`config.mk`:
```
export PLATFORM = sky130hd
export DESIGN_NAME = omcs_top
export DESIGN_NICKNAME = d
export VERILOG_FILES = /design/src/core/omcs_pkg.sv /design/src/core/omcs_twi_slave.sv /design/src/core/omcs_top.sv
export VERILOG_INCLUDE_DIRS = /design/src /design/src/core
export SDC_FILE = /design/constraint.sdc
export NUM_CORES = 2
export LEC_CHECK = 0
export BUFFER_PORTS_ARGS = -buffer_cell sky130_fd_sc_hd__buf_4
export CORE_MARGIN = 10
export CORE_UTILIZATION = 40
export DETAILED_ROUTE_END_ITERATION = 7
export GPL_TIMING_DRIVEN = 0
export RECOVER_POWER = 50
export SETUP_SLACK_MARGIN = 0.3
export SYNTH_ARGS = -nofsm -noshare
export SYNTH_HDL_FRONTEND = slang
export SYNTH_SLANG_ARGS = --single-unit
export TNS_END_PERCENT = 1
```
`constraint.sdc`:
```
create_clock -name aclk -period 3.8 [get_ports aclk]
set_input_delay 0 -clock aclk [delete_from_list [all_inputs] [get_ports aclk]]
set_output_delay 0 -clock aclk [all_outputs]
set_load 0.05 [all_outputs]
```
`src/core/omcs_params.svh`:
```
// Offsets, field positions, reset values and timing counts
`ifndef OMCS_PARAMS_SVH
`define OMCS_PARAMS_SVH

// ----------------------------------------------------------------
// Clock and timing
// ----------------------------------------------------------------
`define OMCS_CLK_HZ 25000000
`define OMCS_T_INIT_MS 300
// Divided first so the product fits in 32 bits
`define OMCS_T_INIT_CYC (`OMCS_T_INIT_MS * (`OMCS_CLK_HZ / 1000))
`define OMCS_T_RESET_US 10
// Least time, rounded up
`define OMCS_T_RESET_CYC \
  ((`OMCS_T_RESET_US * `OMCS_CLK_HZ + 999999) / 1000000)

// ----------------------------------------------------------------
// Register byte offsets
// ----------------------------------------------------------------
`define OMCS_REG_CTRL 8'h00
`define OMCS_REG_STATUS 8'h04
`define OMCS_REG_IRQ_STAT 8'h08
`define OMCS_REG_IRQ_EN 8'h0C
`define OMCS_REG_IRQ_CLR 8'h10
`define OMCS_REG_DIAG_TV 8'h14
`define OMCS_REG_DIAG_BT 8'h18
`define OMCS_REG_DIAG_RX 8'h1C
`define OMCS_REG_ID_ADDR 8'h20
`define OMCS_REG_ID_DATA 8'h24

// ----------------------------------------------------------------
// Field positions and reset values
// ----------------------------------------------------------------
`define OMCS_CTRL_SOFT_DIS 0
`define OMCS_CTRL_CAL_EXT 1
`define OMCS_CTRL_RST 2'h0
`define OMCS_ST_FAULT 0
`define OMCS_ST_DISABLE 1
`define OMCS_ST_LOST 2
`define OMCS_ST_INIT_DONE 3
`define OMCS_ST_LASER_ON 4
`define OMCS_IRQ_FAULT 0
`define OMCS_IRQ_LOST_SET 1
`define OMCS_IRQ_LOST_CLR 2
`define OMCS_IRQ_SER_RD 3
`define OMCS_IRQ_W 4

// ----------------------------------------------------------------
// Serial memory layout
// ----------------------------------------------------------------
`define OMCS_TWI_DEV_ADDR 7'h50
`define OMCS_DIAG_BASE 8'h80
`define OMCS_DIAG_FLAGS 8'h8A
`define OMCS_RESP_OKAY 2'h0
`define OMCS_RESP_DECERR 2'h3

`endif

```
`src/core/omcs_pkg.sv`:
```
// Types shared by the optical module control and status block
package omcs_pkg;
  // Serial slave phases
  typedef enum logic [2:0] {
    TWI_IDLE, TWI_ADDR, TWI_AACK, TWI_PTR, TWI_PACK, TWI_READ, TWI_RACK
  } omcs_twi_state_t;
  // Bus response code
  typedef logic [1:0] omcs_resp_t;
  // Register byte address
  typedef logic [7:0] omcs_addr_t;
endpackage : omcs_pkg

```
`src/core/omcs_twi_slave.sv`:
```
// Two-wire serial slave serving module memory reads
`timescale 1ns/10ps
`include "omcs_params.svh"
module omcs_twi_slave #(
  parameter logic [6:0] DEV_ADDR = `OMCS_TWI_DEV_ADDR
) (
  input wire logic aclk, // System clock
  input wire logic aresetn, // Sync reset, active low
  input wire logic scl_i, // Bus clock pin
  input wire logic sda_i, // Bus data pin level
  output logic sda_o, // Data drive level, always low
  output logic sda_oe, // High while pulling data low
  output logic [7:0] mem_addr, // Byte pointer
  input wire logic [7:0] mem_rdata, // Byte at pointer
  output logic rd_done // Pulse per byte sent
);
  import omcs_pkg::*;

  logic [1:0] scl_meta_q, sda_meta_q; // First two sync stages
  logic [1:0] scl_s_q, sda_s_q; // Synced, and one older
  omcs_twi_state_t st_q;
  logic [3:0] cnt_q; // Bits moved this byte
  logic [7:0] sh_q; // Input shifter
  logic [7:0] out_q; // Output shifter
  logic rw_q; // Read requested
  logic nack_q; // Host refused more data
  logic scl_rise, scl_fall, start_c, stop_c;

  // ----------------------------------------------------------------
  // Pin synchronisers
  // ----------------------------------------------------------------
  always_ff @(posedge aclk) begin
    if (!aresetn) begin
      scl_meta_q <= 2'h3;
      sda_meta_q <= 2'h3;
      scl_s_q <= 2'h3;
      sda_s_q <= 2'h3;
    end else begin
      scl_meta_q <= {scl_meta_q[0], scl_i};
      sda_meta_q <= {sda_meta_q[0], sda_i};
      scl_s_q <= {scl_s_q[0], scl_meta_q[1]};
      sda_s_q <= {sda_s_q[0], sda_meta_q[1]};
    end
  end

  // Edges seen only on the synced copies
  assign scl_rise = scl_s_q[0] && !scl_s_q[1];
  assign scl_fall = !scl_s_q[0] && scl_s_q[1];
  assign start_c = scl_s_q[0] && scl_s_q[1] && !sda_s_q[0] && sda_s_q[1];
  assign stop_c = scl_s_q[0] && scl_s_q[1] && sda_s_q[0] && !sda_s_q[1];
  assign sda_o = 1'b0;

  // ----------------------------------------------------------------
  // Protocol engine; data changes only while the clock is low
  // ----------------------------------------------------------------
  always_ff @(posedge aclk) begin
    rd_done <= 1'b0;
    if (!aresetn) begin
      st_q <= TWI_IDLE;
      cnt_q <= 4'h0;
      sh_q <= 8'h00;
      out_q <= 8'h00;
      rw_q <= 1'b0;
      nack_q <= 1'b0;
      sda_oe <= 1'b0;
      mem_addr <= 8'h00;
    end else if (stop_c) begin
      st_q <= TWI_IDLE;
      sda_oe <= 1'b0;
    end else if (start_c) begin // Repeated start is allowed too
      st_q <= TWI_ADDR;
      cnt_q <= 4'h0;
      sda_oe <= 1'b0;
    end else if (scl_rise) begin
      unique case (st_q)
        TWI_ADDR, TWI_PTR: begin
          sh_q <= {sh_q[6:0], sda_s_q[0]};
          cnt_q <= cnt_q + 4'h1;
        end
        TWI_READ: cnt_q <= cnt_q + 4'h1;
        TWI_RACK: nack_q <= sda_s_q[0];
        default: ;
      endcase
    end else if (scl_fall) begin
      unique case (st_q)
        TWI_ADDR: if (cnt_q == 4'h8) begin
          if (sh_q[7:1] == DEV_ADDR) begin
            rw_q <= sh_q[0];
            st_q <= TWI_AACK;
            sda_oe <= 1'b1;
          end else begin
            st_q <= TWI_IDLE; // Other device addressed
          end
        end
        TWI_AACK: begin
          cnt_q <= 4'h0;
          if (rw_q) begin
            out_q <= mem_rdata;
            sda_oe <= !mem_rdata[7];
            st_q <= TWI_READ;
          end else begin
            sda_oe <= 1'b0;
            st_q <= TWI_PTR;
          end
        end
        TWI_PTR: if (cnt_q == 4'h8) begin
          mem_addr <= sh_q; // Later bytes also move the pointer
          sda_oe <= 1'b1;
          st_q <= TWI_PACK;
        end
        TWI_PACK: begin
          sda_oe <= 1'b0;
          cnt_q <= 4'h0;
          st_q <= TWI_PTR;
        end
        TWI_READ: begin
          if (cnt_q == 4'h8) begin
            sda_oe <= 1'b0; // Let the host acknowledge
            mem_addr <= mem_addr + 8'h01;
            rd_done <= 1'b1;
            st_q <= TWI_RACK;
          end else begin
            out_q <= {out_q[6:0], 1'b0};
            sda_oe <= !out_q[6];
          end
        end
        TWI_RACK: begin
          cnt_q <= 4'h0;
          if (nack_q) begin
            st_q <= TWI_IDLE;
          end else begin
            out_q <= mem_rdata;
            sda_oe <= !mem_rdata[7];
            st_q <= TWI_READ;
          end
        end
        default: ;
      endcase
    end
  end
endmodule : omcs_twi_slave

```
`src/core/omcs_top.sv`:
```
// Optical module control, status pins and register slave
// ----------------------------------------------------------------
// ----------------------------------------------------------------
//
// Design decisions made here: the AXI4-Lite register port and the address map.
`timescale 1ns/10ps
`include "omcs_params.svh"
module omcs_top #(
  parameter int unsigned INIT_CYC = `OMCS_T_INIT_CYC, // Init length
  parameter logic [6:0] TWI_ADDR = `OMCS_TWI_DEV_ADDR, // Serial address
  parameter int unsigned ID_DEPTH = 128 // Identification bytes
) (
  input wire logic aclk, // System clock, 25 MHz
  input wire logic aresetn, // Sync reset, active low
  input wire omcs_pkg::omcs_addr_t s_axi_awaddr, // Write address
  input wire logic s_axi_awvalid, // Write address valid
  output logic s_axi_awready, // Write address ready
  input wire logic [31:0] s_axi_wdata, // Write data
  input wire logic [3:0] s_axi_wstrb, // Write byte enables
  input wire logic s_axi_wvalid, // Write data valid
  output logic s_axi_wready, // Write data ready
  output omcs_pkg::omcs_resp_t s_axi_bresp, // Write response
  output logic s_axi_bvalid, // Write response valid
  input wire logic s_axi_bready, // Write response ready
  input wire omcs_pkg::omcs_addr_t s_axi_araddr, // Read address
  input wire logic s_axi_arvalid, // Read address valid
  output logic s_axi_arready, // Read address ready
  output logic [31:0] s_axi_rdata, // Read data
  output omcs_pkg::omcs_resp_t s_axi_rresp, // Read response
  output logic s_axi_rvalid, // Read data valid
  input wire logic s_axi_rready, // Read data ready
  input wire logic tx_disable_i, // Shutdown pin, pulled high in pad
  input wire logic laser_fault_i, // Laser driver fault, async
  input wire logic rx_lost_i, // Receiver power detector, async
  output logic laser_on, // Transmitter enable to driver
  output logic tx_fault_o, // Fault pin drive level
  output logic tx_fault_oe, // Fault pin pull-low enable
  output logic receive_signal_lost_o, // Loss pin drive level
  output logic receive_signal_lost_oe, // Loss pin pull-low enable
  output logic present_o, // Presence pin drive level
  output logic present_oe, // Presence pin pull-low enable
  input wire logic scl_i, // Serial clock pin
  input wire logic sda_i, // Serial data pin level
  output logic sda_o, // Serial data drive level
  output logic sda_oe, // Serial data pull-low enable
  output logic irq // Level interrupt
);
  import omcs_pkg::*;

  localparam int unsigned RST_CYC = `OMCS_T_RESET_CYC;

  // ----------------------------------------------------------------
  // Helpers
  // ----------------------------------------------------------------
  // Byte-lane merge of a bus write
  function automatic logic [31:0] merge(input logic [31:0] old,
      input logic [31:0] nw, input logic [3:0] strb);
    logic [31:0] r;
    r = old;
    for (int i = 0; i < 4; i++) begin
      if (strb[i]) r[i*8 +: 8] = nw[i*8 +: 8];
    end
    return r;
  endfunction : merge

  // Known register offset
  function automatic logic mapped(input omcs_addr_t a);
    return a == `OMCS_REG_CTRL || a == `OMCS_REG_STATUS ||
      a == `OMCS_REG_IRQ_STAT || a == `OMCS_REG_IRQ_EN ||
      a == `OMCS_REG_IRQ_CLR || a == `OMCS_REG_DIAG_TV ||
      a == `OMCS_REG_DIAG_BT || a == `OMCS_REG_DIAG_RX ||
      a == `OMCS_REG_ID_ADDR || a == `OMCS_REG_ID_DATA;
  endfunction : mapped

  // ----------------------------------------------------------------
  // State
  // ----------------------------------------------------------------
  logic [2:0] meta_q; // First sync stage of pins
  logic [2:0] sync_q; // {lost, fault, disable} synced
  logic dis_prev_q; // Disable one cycle older
  logic lost_prev_q; // Loss one cycle older
  logic [22:0] init_cnt_q; // Power-up timer
  logic init_done_q; // Power-up finished
  logic [8:0] dis_cnt_q; // Length of shutdown pulse
  logic fault_q; // Latched laser fault
  logic [1:0] ctrl_q; // Soft disable, external cal
  logic [31:0] diag_tv_q, diag_bt_q, diag_rx_q; // Live readings
  logic [6:0] id_ptr_q; // Identification write pointer
  logic [7:0] id_mem [ID_DEPTH]; // Identification bytes
  logic [`OMCS_IRQ_W-1:0] irq_stat_q, irq_en_q; // Events, gate
  logic [`OMCS_IRQ_W-1:0] ev; // Events this cycle
  logic [`OMCS_IRQ_W-1:0] clr_w; // Clear written this cycle
  logic aw_hold_q, w_hold_q; // Write halves captured
  omcs_addr_t aw_q; // Captured write address
  logic [31:0] wd_q; // Captured write data
  logic [3:0] ws_q; // Captured byte enables
  logic do_wr; // Write commits now
  logic [7:0] twi_addr, twi_rdata; // Serial memory port
  logic twi_rd; // Serial byte sent
  logic fault_clr; // Shutdown pulse completed

  // ----------------------------------------------------------------
  // Pin synchronisers; only the second stage is used
  // ----------------------------------------------------------------
  always_ff @(posedge aclk) begin
    if (!aresetn) begin
      meta_q <= 3'h1; // Disable idles high as if open
      sync_q <= 3'h1;
      dis_prev_q <= 1'b1;
      lost_prev_q <= 1'b0;
    end else begin
      meta_q <= {rx_lost_i, laser_fault_i, tx_disable_i};
      sync_q <= meta_q;
      dis_prev_q <= sync_q[0];
      lost_prev_q <= sync_q[2];
    end
  end

  // ----------------------------------------------------------------
  // Power-up timer; laser and fault held quiet until done
  // ----------------------------------------------------------------
  always_ff @(posedge aclk) begin
    if (!aresetn) begin
      init_cnt_q <= 23'h0;
      init_done_q <= 1'b0;
    end else if (!init_done_q) begin
      init_cnt_q <= init_cnt_q + 23'h1;
      if (init_cnt_q >= 23'(INIT_CYC - 1)) init_done_q <= 1'b1;
    end
  end

  // ----------------------------------------------------------------
  // Fault latch; cleared by a long enough shutdown pulse
  // ----------------------------------------------------------------
  always_ff @(posedge aclk) begin
    if (!aresetn) begin
      dis_cnt_q <= 9'h0;
    end else if (!sync_q[0]) begin
      dis_cnt_q <= 9'h0;
    end else if (dis_cnt_q < 9'(RST_CYC)) begin
      dis_cnt_q <= dis_cnt_q + 9'h1; // Saturates at the minimum
    end
  end

  // Falling shutdown after the minimum high time
  assign fault_clr = dis_prev_q && !sync_q[0] &&
    dis_cnt_q >= 9'(RST_CYC);

  // Set wins: a fault still present re-latches at once
  always_ff @(posedge aclk) begin
    if (!aresetn) begin
      fault_q <= 1'b0;
    end else if (init_done_q && sync_q[1]) begin
      fault_q <= 1'b1;
    end else if (fault_clr) begin
      fault_q <= 1'b0;
    end
  end

  // ----------------------------------------------------------------
  // Pin drivers: laser enable, and status pins open-drain pulling low
  // ----------------------------------------------------------------
  always_ff @(posedge aclk) begin
    if (!aresetn) begin
      laser_on <= 1'b0;
      tx_fault_oe <= 1'b1;
      receive_signal_lost_oe <= 1'b1;
    end else begin
      // One synced cycle to dark, far inside 10 us
      laser_on <= init_done_q && !sync_q[0] && !fault_q &&
        !ctrl_q[`OMCS_CTRL_SOFT_DIS];
      tx_fault_oe <= !fault_q;
      receive_signal_lost_oe <= !sync_q[2];
    end
  end

  assign tx_fault_o = 1'b0;
  assign receive_signal_lost_o = 1'b0;
  assign present_o = 1'b0;
  assign present_oe = 1'b1;

  // ----------------------------------------------------------------
  // Serial memory: identification below 0x80, live data above
  // ----------------------------------------------------------------
  always_comb begin
    twi_rdata = 8'h00;
    if (!twi_addr[7]) begin
      twi_rdata = id_mem[twi_addr[6:0]];
    end else begin
      unique case (twi_addr - `OMCS_DIAG_BASE)
        8'h00: twi_rdata = diag_tv_q[31:24]; // Temperature
        8'h01: twi_rdata = diag_tv_q[23:16];
        8'h02: twi_rdata = diag_tv_q[15:8]; // Supply
        8'h03: twi_rdata = diag_tv_q[7:0];
        8'h04: twi_rdata = diag_bt_q[31:24]; // Bias
        8'h05: twi_rdata = diag_bt_q[23:16];
        8'h06: twi_rdata = diag_bt_q[15:8]; // Transmit power
        8'h07: twi_rdata = diag_bt_q[7:0];
        8'h08: twi_rdata = diag_rx_q[15:8]; // Receive power
        8'h09: twi_rdata = diag_rx_q[7:0];
        8'h0A: twi_rdata = {4'h0, sync_q[0], sync_q[2], fault_q,
          ctrl_q[`OMCS_CTRL_CAL_EXT]};
        default: twi_rdata = 8'h00;
      endcase
    end
  end

  // Host clocks the bus; 400 kHz is far below our sampling rate
  omcs_twi_slave #(.DEV_ADDR(TWI_ADDR)) u_twi (
    .aclk(aclk),
    .aresetn(aresetn),
    .scl_i(scl_i),
    .sda_i(sda_i),
    .sda_o(sda_o),
    .sda_oe(sda_oe),
    .mem_addr(twi_addr),
    .mem_rdata(twi_rdata),
    .rd_done(twi_rd)
  );

  // ----------------------------------------------------------------
  // Bus write channel: halves captured in either order
  // ----------------------------------------------------------------
  assign s_axi_awready = !aw_hold_q && !s_axi_bvalid;
  assign s_axi_wready = !w_hold_q && !s_axi_bvalid;
  assign do_wr = aw_hold_q && w_hold_q && !s_axi_bvalid;

  always_ff @(posedge aclk) begin
    if (!aresetn) begin
      aw_hold_q <= 1'b0;
      w_hold_q <= 1'b0;
      aw_q <= 8'h00;
      wd_q <= 32'h0;
      ws_q <= 4'h0;
      s_axi_bvalid <= 1'b0;
      s_axi_bresp <= `OMCS_RESP_OKAY;
    end else begin
      if (s_axi_awvalid && s_axi_awready) begin
        aw_hold_q <= 1'b1;
        aw_q <= s_axi_awaddr;
      end
      if (s_axi_wvalid && s_axi_wready) begin
        w_hold_q <= 1'b1;
        wd_q <= s_axi_wdata;
        ws_q <= s_axi_wstrb;
      end
      if (do_wr) begin
        aw_hold_q <= 1'b0;
        w_hold_q <= 1'b0;
        s_axi_bvalid <= 1'b1;
        s_axi_bresp <= mapped(aw_q) ? `OMCS_RESP_OKAY : `OMCS_RESP_DECERR;
      end else if (s_axi_bready) begin
        s_axi_bvalid <= 1'b0;
      end
    end
  end

  // ----------------------------------------------------------------
  // Writable registers
  // ----------------------------------------------------------------
  always_ff @(posedge aclk) begin
    if (!aresetn) begin
      ctrl_q <= `OMCS_CTRL_RST;
      irq_en_q <= '0;
      diag_tv_q <= 32'h0;
      diag_bt_q <= 32'h0;
      diag_rx_q <= 32'h0;
      id_ptr_q <= 7'h0;
    end else if (do_wr) begin
      unique case (aw_q)
        `OMCS_REG_CTRL: ctrl_q <= 2'(merge(32'(ctrl_q), wd_q, ws_q));
        `OMCS_REG_IRQ_EN: irq_en_q <= `OMCS_IRQ_W'(merge(32'(irq_en_q),
          wd_q, ws_q));
        `OMCS_REG_DIAG_TV: diag_tv_q <= merge(diag_tv_q, wd_q, ws_q);
        `OMCS_REG_DIAG_BT: diag_bt_q <= merge(diag_bt_q, wd_q, ws_q);
        `OMCS_REG_DIAG_RX: diag_rx_q <= merge(diag_rx_q, wd_q, ws_q);
        `OMCS_REG_ID_ADDR: if (ws_q[0]) id_ptr_q <= wd_q[6:0];
        `OMCS_REG_ID_DATA: if (ws_q[0]) id_ptr_q <= id_ptr_q + 7'h1;
        default: ;
      endcase
    end
  end

  // Identification store, filled by software one byte at a time
  always_ff @(posedge aclk) begin
    if (do_wr && aw_q == `OMCS_REG_ID_DATA && ws_q[0]) begin
      id_mem[id_ptr_q] <= wd_q[7:0];
    end
  end

  // ----------------------------------------------------------------
  // Interrupts: sticky events, set wins over clear
  // ----------------------------------------------------------------
  assign ev[`OMCS_IRQ_FAULT] = init_done_q && sync_q[1] && !fault_q;
  assign ev[`OMCS_IRQ_LOST_SET] = sync_q[2] && !lost_prev_q;
  assign ev[`OMCS_IRQ_LOST_CLR] = !sync_q[2] && lost_prev_q;
  assign ev[`OMCS_IRQ_SER_RD] = twi_rd;
  assign clr_w = (do_wr && aw_q == `OMCS_REG_IRQ_CLR && ws_q[0]) ?
    wd_q[`OMCS_IRQ_W-1:0] : '0;

  always_ff @(posedge aclk) begin
    if (!aresetn) begin
      irq_stat_q <= '0;
      irq <= 1'b0;
    end else begin
      irq_stat_q <= (irq_stat_q & ~clr_w) | ev;
      irq <= |(irq_stat_q & irq_en_q);
    end
  end

  // ----------------------------------------------------------------
  // Bus read channel: answer one cycle after the address
  // ----------------------------------------------------------------
  assign s_axi_arready = !s_axi_rvalid;

  always_ff @(posedge aclk) begin
    if (!aresetn) begin
      s_axi_rvalid <= 1'b0;
      s_axi_rdata <= 32'h0;
      s_axi_rresp <= `OMCS_RESP_OKAY;
    end else if (s_axi_arvalid && s_axi_arready) begin
      s_axi_rvalid <= 1'b1;
      s_axi_rresp <= mapped(s_axi_araddr) ? `OMCS_RESP_OKAY :
        `OMCS_RESP_DECERR;
      unique case (s_axi_araddr)
        `OMCS_REG_CTRL: s_axi_rdata <= 32'(ctrl_q);
        `OMCS_REG_STATUS: s_axi_rdata <= 32'({laser_on, init_done_q,
          sync_q[2], sync_q[0], fault_q});
        `OMCS_REG_IRQ_STAT: s_axi_rdata <= 32'(irq_stat_q);
        `OMCS_REG_IRQ_EN: s_axi_rdata <= 32'(irq_en_q);
        `OMCS_REG_DIAG_TV: s_axi_rdata <= diag_tv_q;
        `OMCS_REG_DIAG_BT: s_axi_rdata <= diag_bt_q;
        `OMCS_REG_DIAG_RX: s_axi_rdata <= diag_rx_q;
        `OMCS_REG_ID_ADDR: s_axi_rdata <= 32'(id_ptr_q);
        default: s_axi_rdata <= 32'h0; // Clear, data and holes
      endcase
    end else if (s_axi_rready) begin
      s_axi_rvalid <= 1'b0;
    end
  end
endmodule : omcs_top

```
# Word-level counts from Yosys, hierarchy flattened
# Memories as Yosys holds them, arrays and structs flattened. A register that Yosys moved wholly into a read port is not among the register bits.
# Index checks and enable logic that the tools add are counted.
dict set report classes {
  n_eq_ne 50
  n_lt_le_gt_ge 3
  n_mux 51
  reduce_logical 107
  bitwise 10
  add_sub_neg 6
}
# op count
set ops {}
lappend ops {{$pmux 32 s8} 1}
lappend ops {{$pmux 8 s11} 1}
lappend ops {{$eq 8x5->1 const B} 8}
lappend ops {{$eq 8x4->1 const B} 7}
lappend ops {{$mux 7} 7}
lappend ops {{$eq 8x3->1 const B} 6}
lappend ops {{$reduce_and 3->1} 14}
lappend ops {{$eq 8x6->1 const B} 4}
lappend ops {{$logic_and 1x1->1} 27}
lappend ops {{$logic_not 8->1} 3}
lappend ops {{$mux 4} 6}
lappend ops {{$mux 8} 3}
lappend ops {{$add 23x1->23 const B} 1}
lappend ops {{$ge 23x23->1 const B} 1}
lappend ops {{$pmux 7 s3} 1}
lappend ops {{$reduce_and 7->1} 3}
lappend ops {{$mux 1} 20}
lappend ops {{$logic_or 1x1->1} 18}
lappend ops {{$pmux 3 s6} 1}
lappend ops {{$eq 8x2->1 const B} 2}
lappend ops {{$pmux 8 s2} 1}
lappend ops {{$reduce_and 4->1} 4}
lappend ops {{$logic_not 1->1} 15}
lappend ops {{$mux 3} 5}
lappend ops {{35 further kinds} 68}
dict set report word_totals {
  out_inout_bits 51
  reg_bits 285
  word_cells 280
  memories 1
  in_bits 64
  ram_bits 1024
}
# name depth width rd rd_clocked_by_memory_dff write_ports line
set mem_list {}
lappend mem_list {id_mem 128 8 1 1 1 omcs_top.sv:89} ;# logic [7:0] id_mem [ID_DEPTH];

# Longest topological paths before layout
dict set report depth {
  ltp_word 11
  ltp_mapped 12
  depth_no_buf 9
}

# Cells and area by module
# Synthesis repeated with hierarchy kept, for this count alone.
dict set report hier_totals {
  hier_cells 3424
  hier_area_um2 53470.0
}
# mod cells_each area_per_inst_um2 n_inst
set modules_own_cells {}
lappend modules_own_cells {omcs_top 3173 51259.2 1}
lappend modules_own_cells {omcs_twi_slave 251 2210.9 1}

# Least setup slack after synthesis
# OpenSTA, ideal clock, no wires.
dict set report synth_path {
  path_kind {reg2reg}
  from {reg aw_q[0]}
  to {mem id_mem[55][0], enable pin}
  path_stages_with_launch 8
  path_buffers 2
  setup_slack_ns 1.179
  setup_ns 0.370
  arrival_time_ns 2.251
  cell_sequence {dfxtp_1 or3_1 nor3_2 nand2_1 or3_1 clkbuf_1 clkbuf_1 nor2_1}
}
dict set report synth_via {
  elab_chain_cells 5
}
# element line
set synth_lines {}
lappend synth_lines {{from (decl)} omcs_top.sv:94} ;# omcs_addr_t aw_q;
lappend synth_lines {{from (signal assigned)} omcs_top.sv:240} ;# aw_q <= s_axi_awaddr;
lappend synth_lines {{$eq 8x6->1} -}
lappend synth_lines {{$logic_and 1x1->1 (no source line)} -}
lappend synth_lines {{$logic_and 1x1->1} omcs_top.sv:286} ;# if (do_wr && aw_q == `OMCS_REG_ID_DATA && ws_q[0]) begin
lappend synth_lines {{$mux 1} omcs_top.sv:286}
lappend synth_lines {{$mux 1 (implied by the code)} omcs_top.sv:287} ;# id_mem[id_ptr_q] <= wd_q[7:0];
lappend synth_lines {{to (decl)} omcs_top.sv:89}
# Every way passes these cells.

==> results.md <==
- Max-slew violations: 646
- Top cells by area, synth: edfxtp_1 (58%), dfxtp_1 (11%), mux4_2 (11%)
- Die height: 383.2 um
- Layout cell share with drive strength beyond 1: 0.1911
- Asr flop ratio synth: 0
- Final wirelength: 169600 um
- LEAKAGE: 19.76 nW
- H-tree depth: 4
- Mapped Area: 0.05276 sq mm
- Flops & latches, synth: 1314
- Total number of vias: 32920
- Yosys warning count: 0
- Number of synthesized flops with an enable pin: 1024
- Crit path capture type: register
- Total grt overflow: 0
- Distinct cells, synth: 74
- Routed length per instance: 30.42 um
- FP Rows: 133
- Clock Latency Late Sink: 0.78 ns
- Synth top cells by count: edfxtp_1 (1024), nand2_1 (315), dfxtp_1 (290), mux4_2 (248), nor2_1 (212)
- Fin util: 0.4713
- First-pass DRT Iterations: 8
- Initial core utilization: 0.4019
- Die width: 383.2 um
- Int Pwr: 23.44 mW
- Required @ worst endpoint: 4.41 ns
- HPWL Detailed: 113600 um
- Clock-pin slew on the worst setup and hold paths: 0.06 ns
- Final critical-path required period: 3.756 ns
- Final Setup Violations: 0
- CTS tree: built
- Slowest cell on crit path: a221oi_1
- Setup WS pre-CTS: -1.431 ns
- Critical path cell sequence: buf_2 -> buf_2 -> buf_4 -> buf_4 -> mux4_2 -> a221oi_1 -> o31ai_1 -> o21ai_1 -> a31oi_1
- Seq/Total Area, Yosys: 0.6928
- Sw power: 6.435 mW
- Maxcap violations: 10
- Status: complete, but fails checks
- Clock share of power: 0.445
- Cell taking the most area after synthesis: edfxtp_1
- Failing checks: max-capacitance violations, max-slew violations
- Top-area cell type share of the netlist area: 0.5828
- Instance count of the mapped netlist: 3361
- Worst hold-check path type: primary input to register
- VDD IR max: 0.3913 mV
- Fin crit share: 0.9885
- Total power: 29.87 mW
- Sequential cell fraction of total power: 0.529
- Maximum clock frequency: 266.2 MHz
- Total GRT Usage: 0.2261
- Total CTS buffers: 139
- Endpoints failing hold: 0
- Initial drt markers: 4589
- Post-Layout Inst Area: 0.06188 sq mm
- Worst path max stage delay: 0.66 ns
- Largest net degree at the start of global routing: 90
- RD Place Congestion: 0.9703
- First-pass GRT wire length: 239300 um
- Clock Path Buffers: 3
- RSZ-0062 raised after global routing: yes
- I/O pins: 115
- Layout area overhead: 17.27%
- Final worst setup slack: 0.04385 ns
- Fin nets: 3786
- Combinational Power Share: 0.026
- Hold slack: 0.05315 ns
- PwrDens: 482.8 mW/mm^2
- CTS Root Cell: clkbuf_16
- Drt drc: 0
- Worst slew margin: -0.9780
- Most frequent cell after synthesis: edfxtp_1
- WP data arrival: 4.36 ns
- Post-CTS Setup Bufs: 0
- Post-DP Area: 0.05604 sq mm
- IO Port Bufs: 108
- Antenna Nets Post-Route: 0
- Main flop type after synthesis: edfxtp_1
- CP Class: register to register
- Number of global-route vias before repair: 31860
- Sink Count: 1314
- Sw Ratio: 0.2154
- Vias per inst: 5.904
- Worst Skew: 0.02964 ns
- Initial antenna violation count: 4
- Actual slew at the worst max-slew pin: 2.967 ns
- Average cell area after synthesis: 15.70 sq um
- DIE AREA: 0.1468 sq mm
- Setup crit start kind: register
- CP Max Fanout: 10
- Core ar.: 0.1313 sq mm
layer usage:
metal | vias to the layer above | wire (um) | GRT usage
li1 | 13830 | - | -
met5 | - | 25 | 0
met1 | 16870 | 68040 | 0.3055
met2 | 1854 | 77410 | 0.3496
met3 | 363 | 17470 | 0.06015
met4 | 4 | 6674 | 0.08253
power by group through the flow:
stage | combinational, mW | clock (mW) | sequential [mW]
after CTS | 0.809 | 13.4 | 15.8
after floorplan | 0.250 | 0 | 16.2
after global placement | 0.556 | 0 | 16.3
after global routing | 0.830 | 14.0 | 15.8
final | 0.774 | 13.3 | 15.8
after detailed placement | 0.726 | 0 | 16.1
stage by stage:
stage | setup TNS, ns | cells
floorplan | 0 | 3364
global placement | -1087.54 | 5227
detailed placement | -193.03 | 5235
CTS | 0 | 5575
global route | 0 | 5575
finish | 0 | 5576
flip-flops by register name (all words and copies together) (netlist names), 4 cells and up, named ones only:
signal,flops
id_mem,1024
diag_bt_q,32
diag_rx_q,32
diag_tv_q,32
s_axi_rdata,32
wd_q,32
init_cnt_q,23
dis_cnt_q,9
aw_q,8
u_twi.mem_addr,8
u_twi.sh_q,8
id_ptr_q,7
u_twi.out_q,7
irq_en_q,4
irq_stat_q,4
u_twi.cnt_q,4
ws_q,4
what timing repair did:
item,4_1_cts,5_1_grt
hold buffers,91,0
hold endpoints to repair,62,0
cloned,0,0
endpoints found under the setup margin,859,1012
pin swaps,1,0
resized for setup,188,48
cell type report:
| class | instances | area [sq um] |
|---|---|---|
| clock buffers | 181 | 3810 |
| flip-flops and latches | 1314 | 36560 |
| plain buffers | 211 | 1150 |
| inverters | 21 | 82.58 |
| repair buffers | 207 | 1680 |
| clock inverters | 68 | 619.3 |
| multi-input cells | 1818 | 15780 |
| well taps | 1755 | 2196 |
| fillers | 11240 | 69420 |
| diodes | 1 | 2.502 |
critical path, delay by kind of cell, from the launching register on:
family          cells  cell delay, ns
buf+inv             4            1.40
compound gates      4            1.43
flops               1            0.31
mux                 1            0.41
cells by family after synthesis:
group / after synthesis / synth area share
other: 2 / 0.0001423
muxes: 374 / 0.1299
and+or+nand+nor: 884 / 0.07832
DFF: 1314 / 0.6928
AOI/OAI and AO/OA: 520 / 0.07107
adders and majority gates: 10 / 0.002371
buffers and inverters: 232 / 0.02127
xor gates and xnor gates: 25 / 0.004150
cells in the final DEF (no fill, tap or decap), types with 90 or more instances in the layout:
master	synthesis	final
mux4_2	248	248
dlygate4sd3_1	0	91
nand2_1	315	309
nor2_1	212	127
nor2b_1	91	91
buf_4	17	90
a21boi_0	101	101
dfxtp_1	290	290
mux2i_1	121	121
clkbuf_16	0	142
clkbuf_1	126	192
edfxtp_1	1024	1024
path summary, 6_finish.rpt:
| kind | start | endpoint | slack [ns] | cells after the start |
|---|---|---|---|---|
| min reg2reg | meta_q[0] | sync_q[0] | 0.40 | 1 |
| max | register | u_twi.out_q[1] | 0.04 | 9 |
| min | s_axi_araddr[4] | s_axi_rdata[3] | 0.05 | 5 |
| max reg2reg | register | u_twi.out_q[1] | 0.04 | 9 |
(Power assumes the default switching activity.)
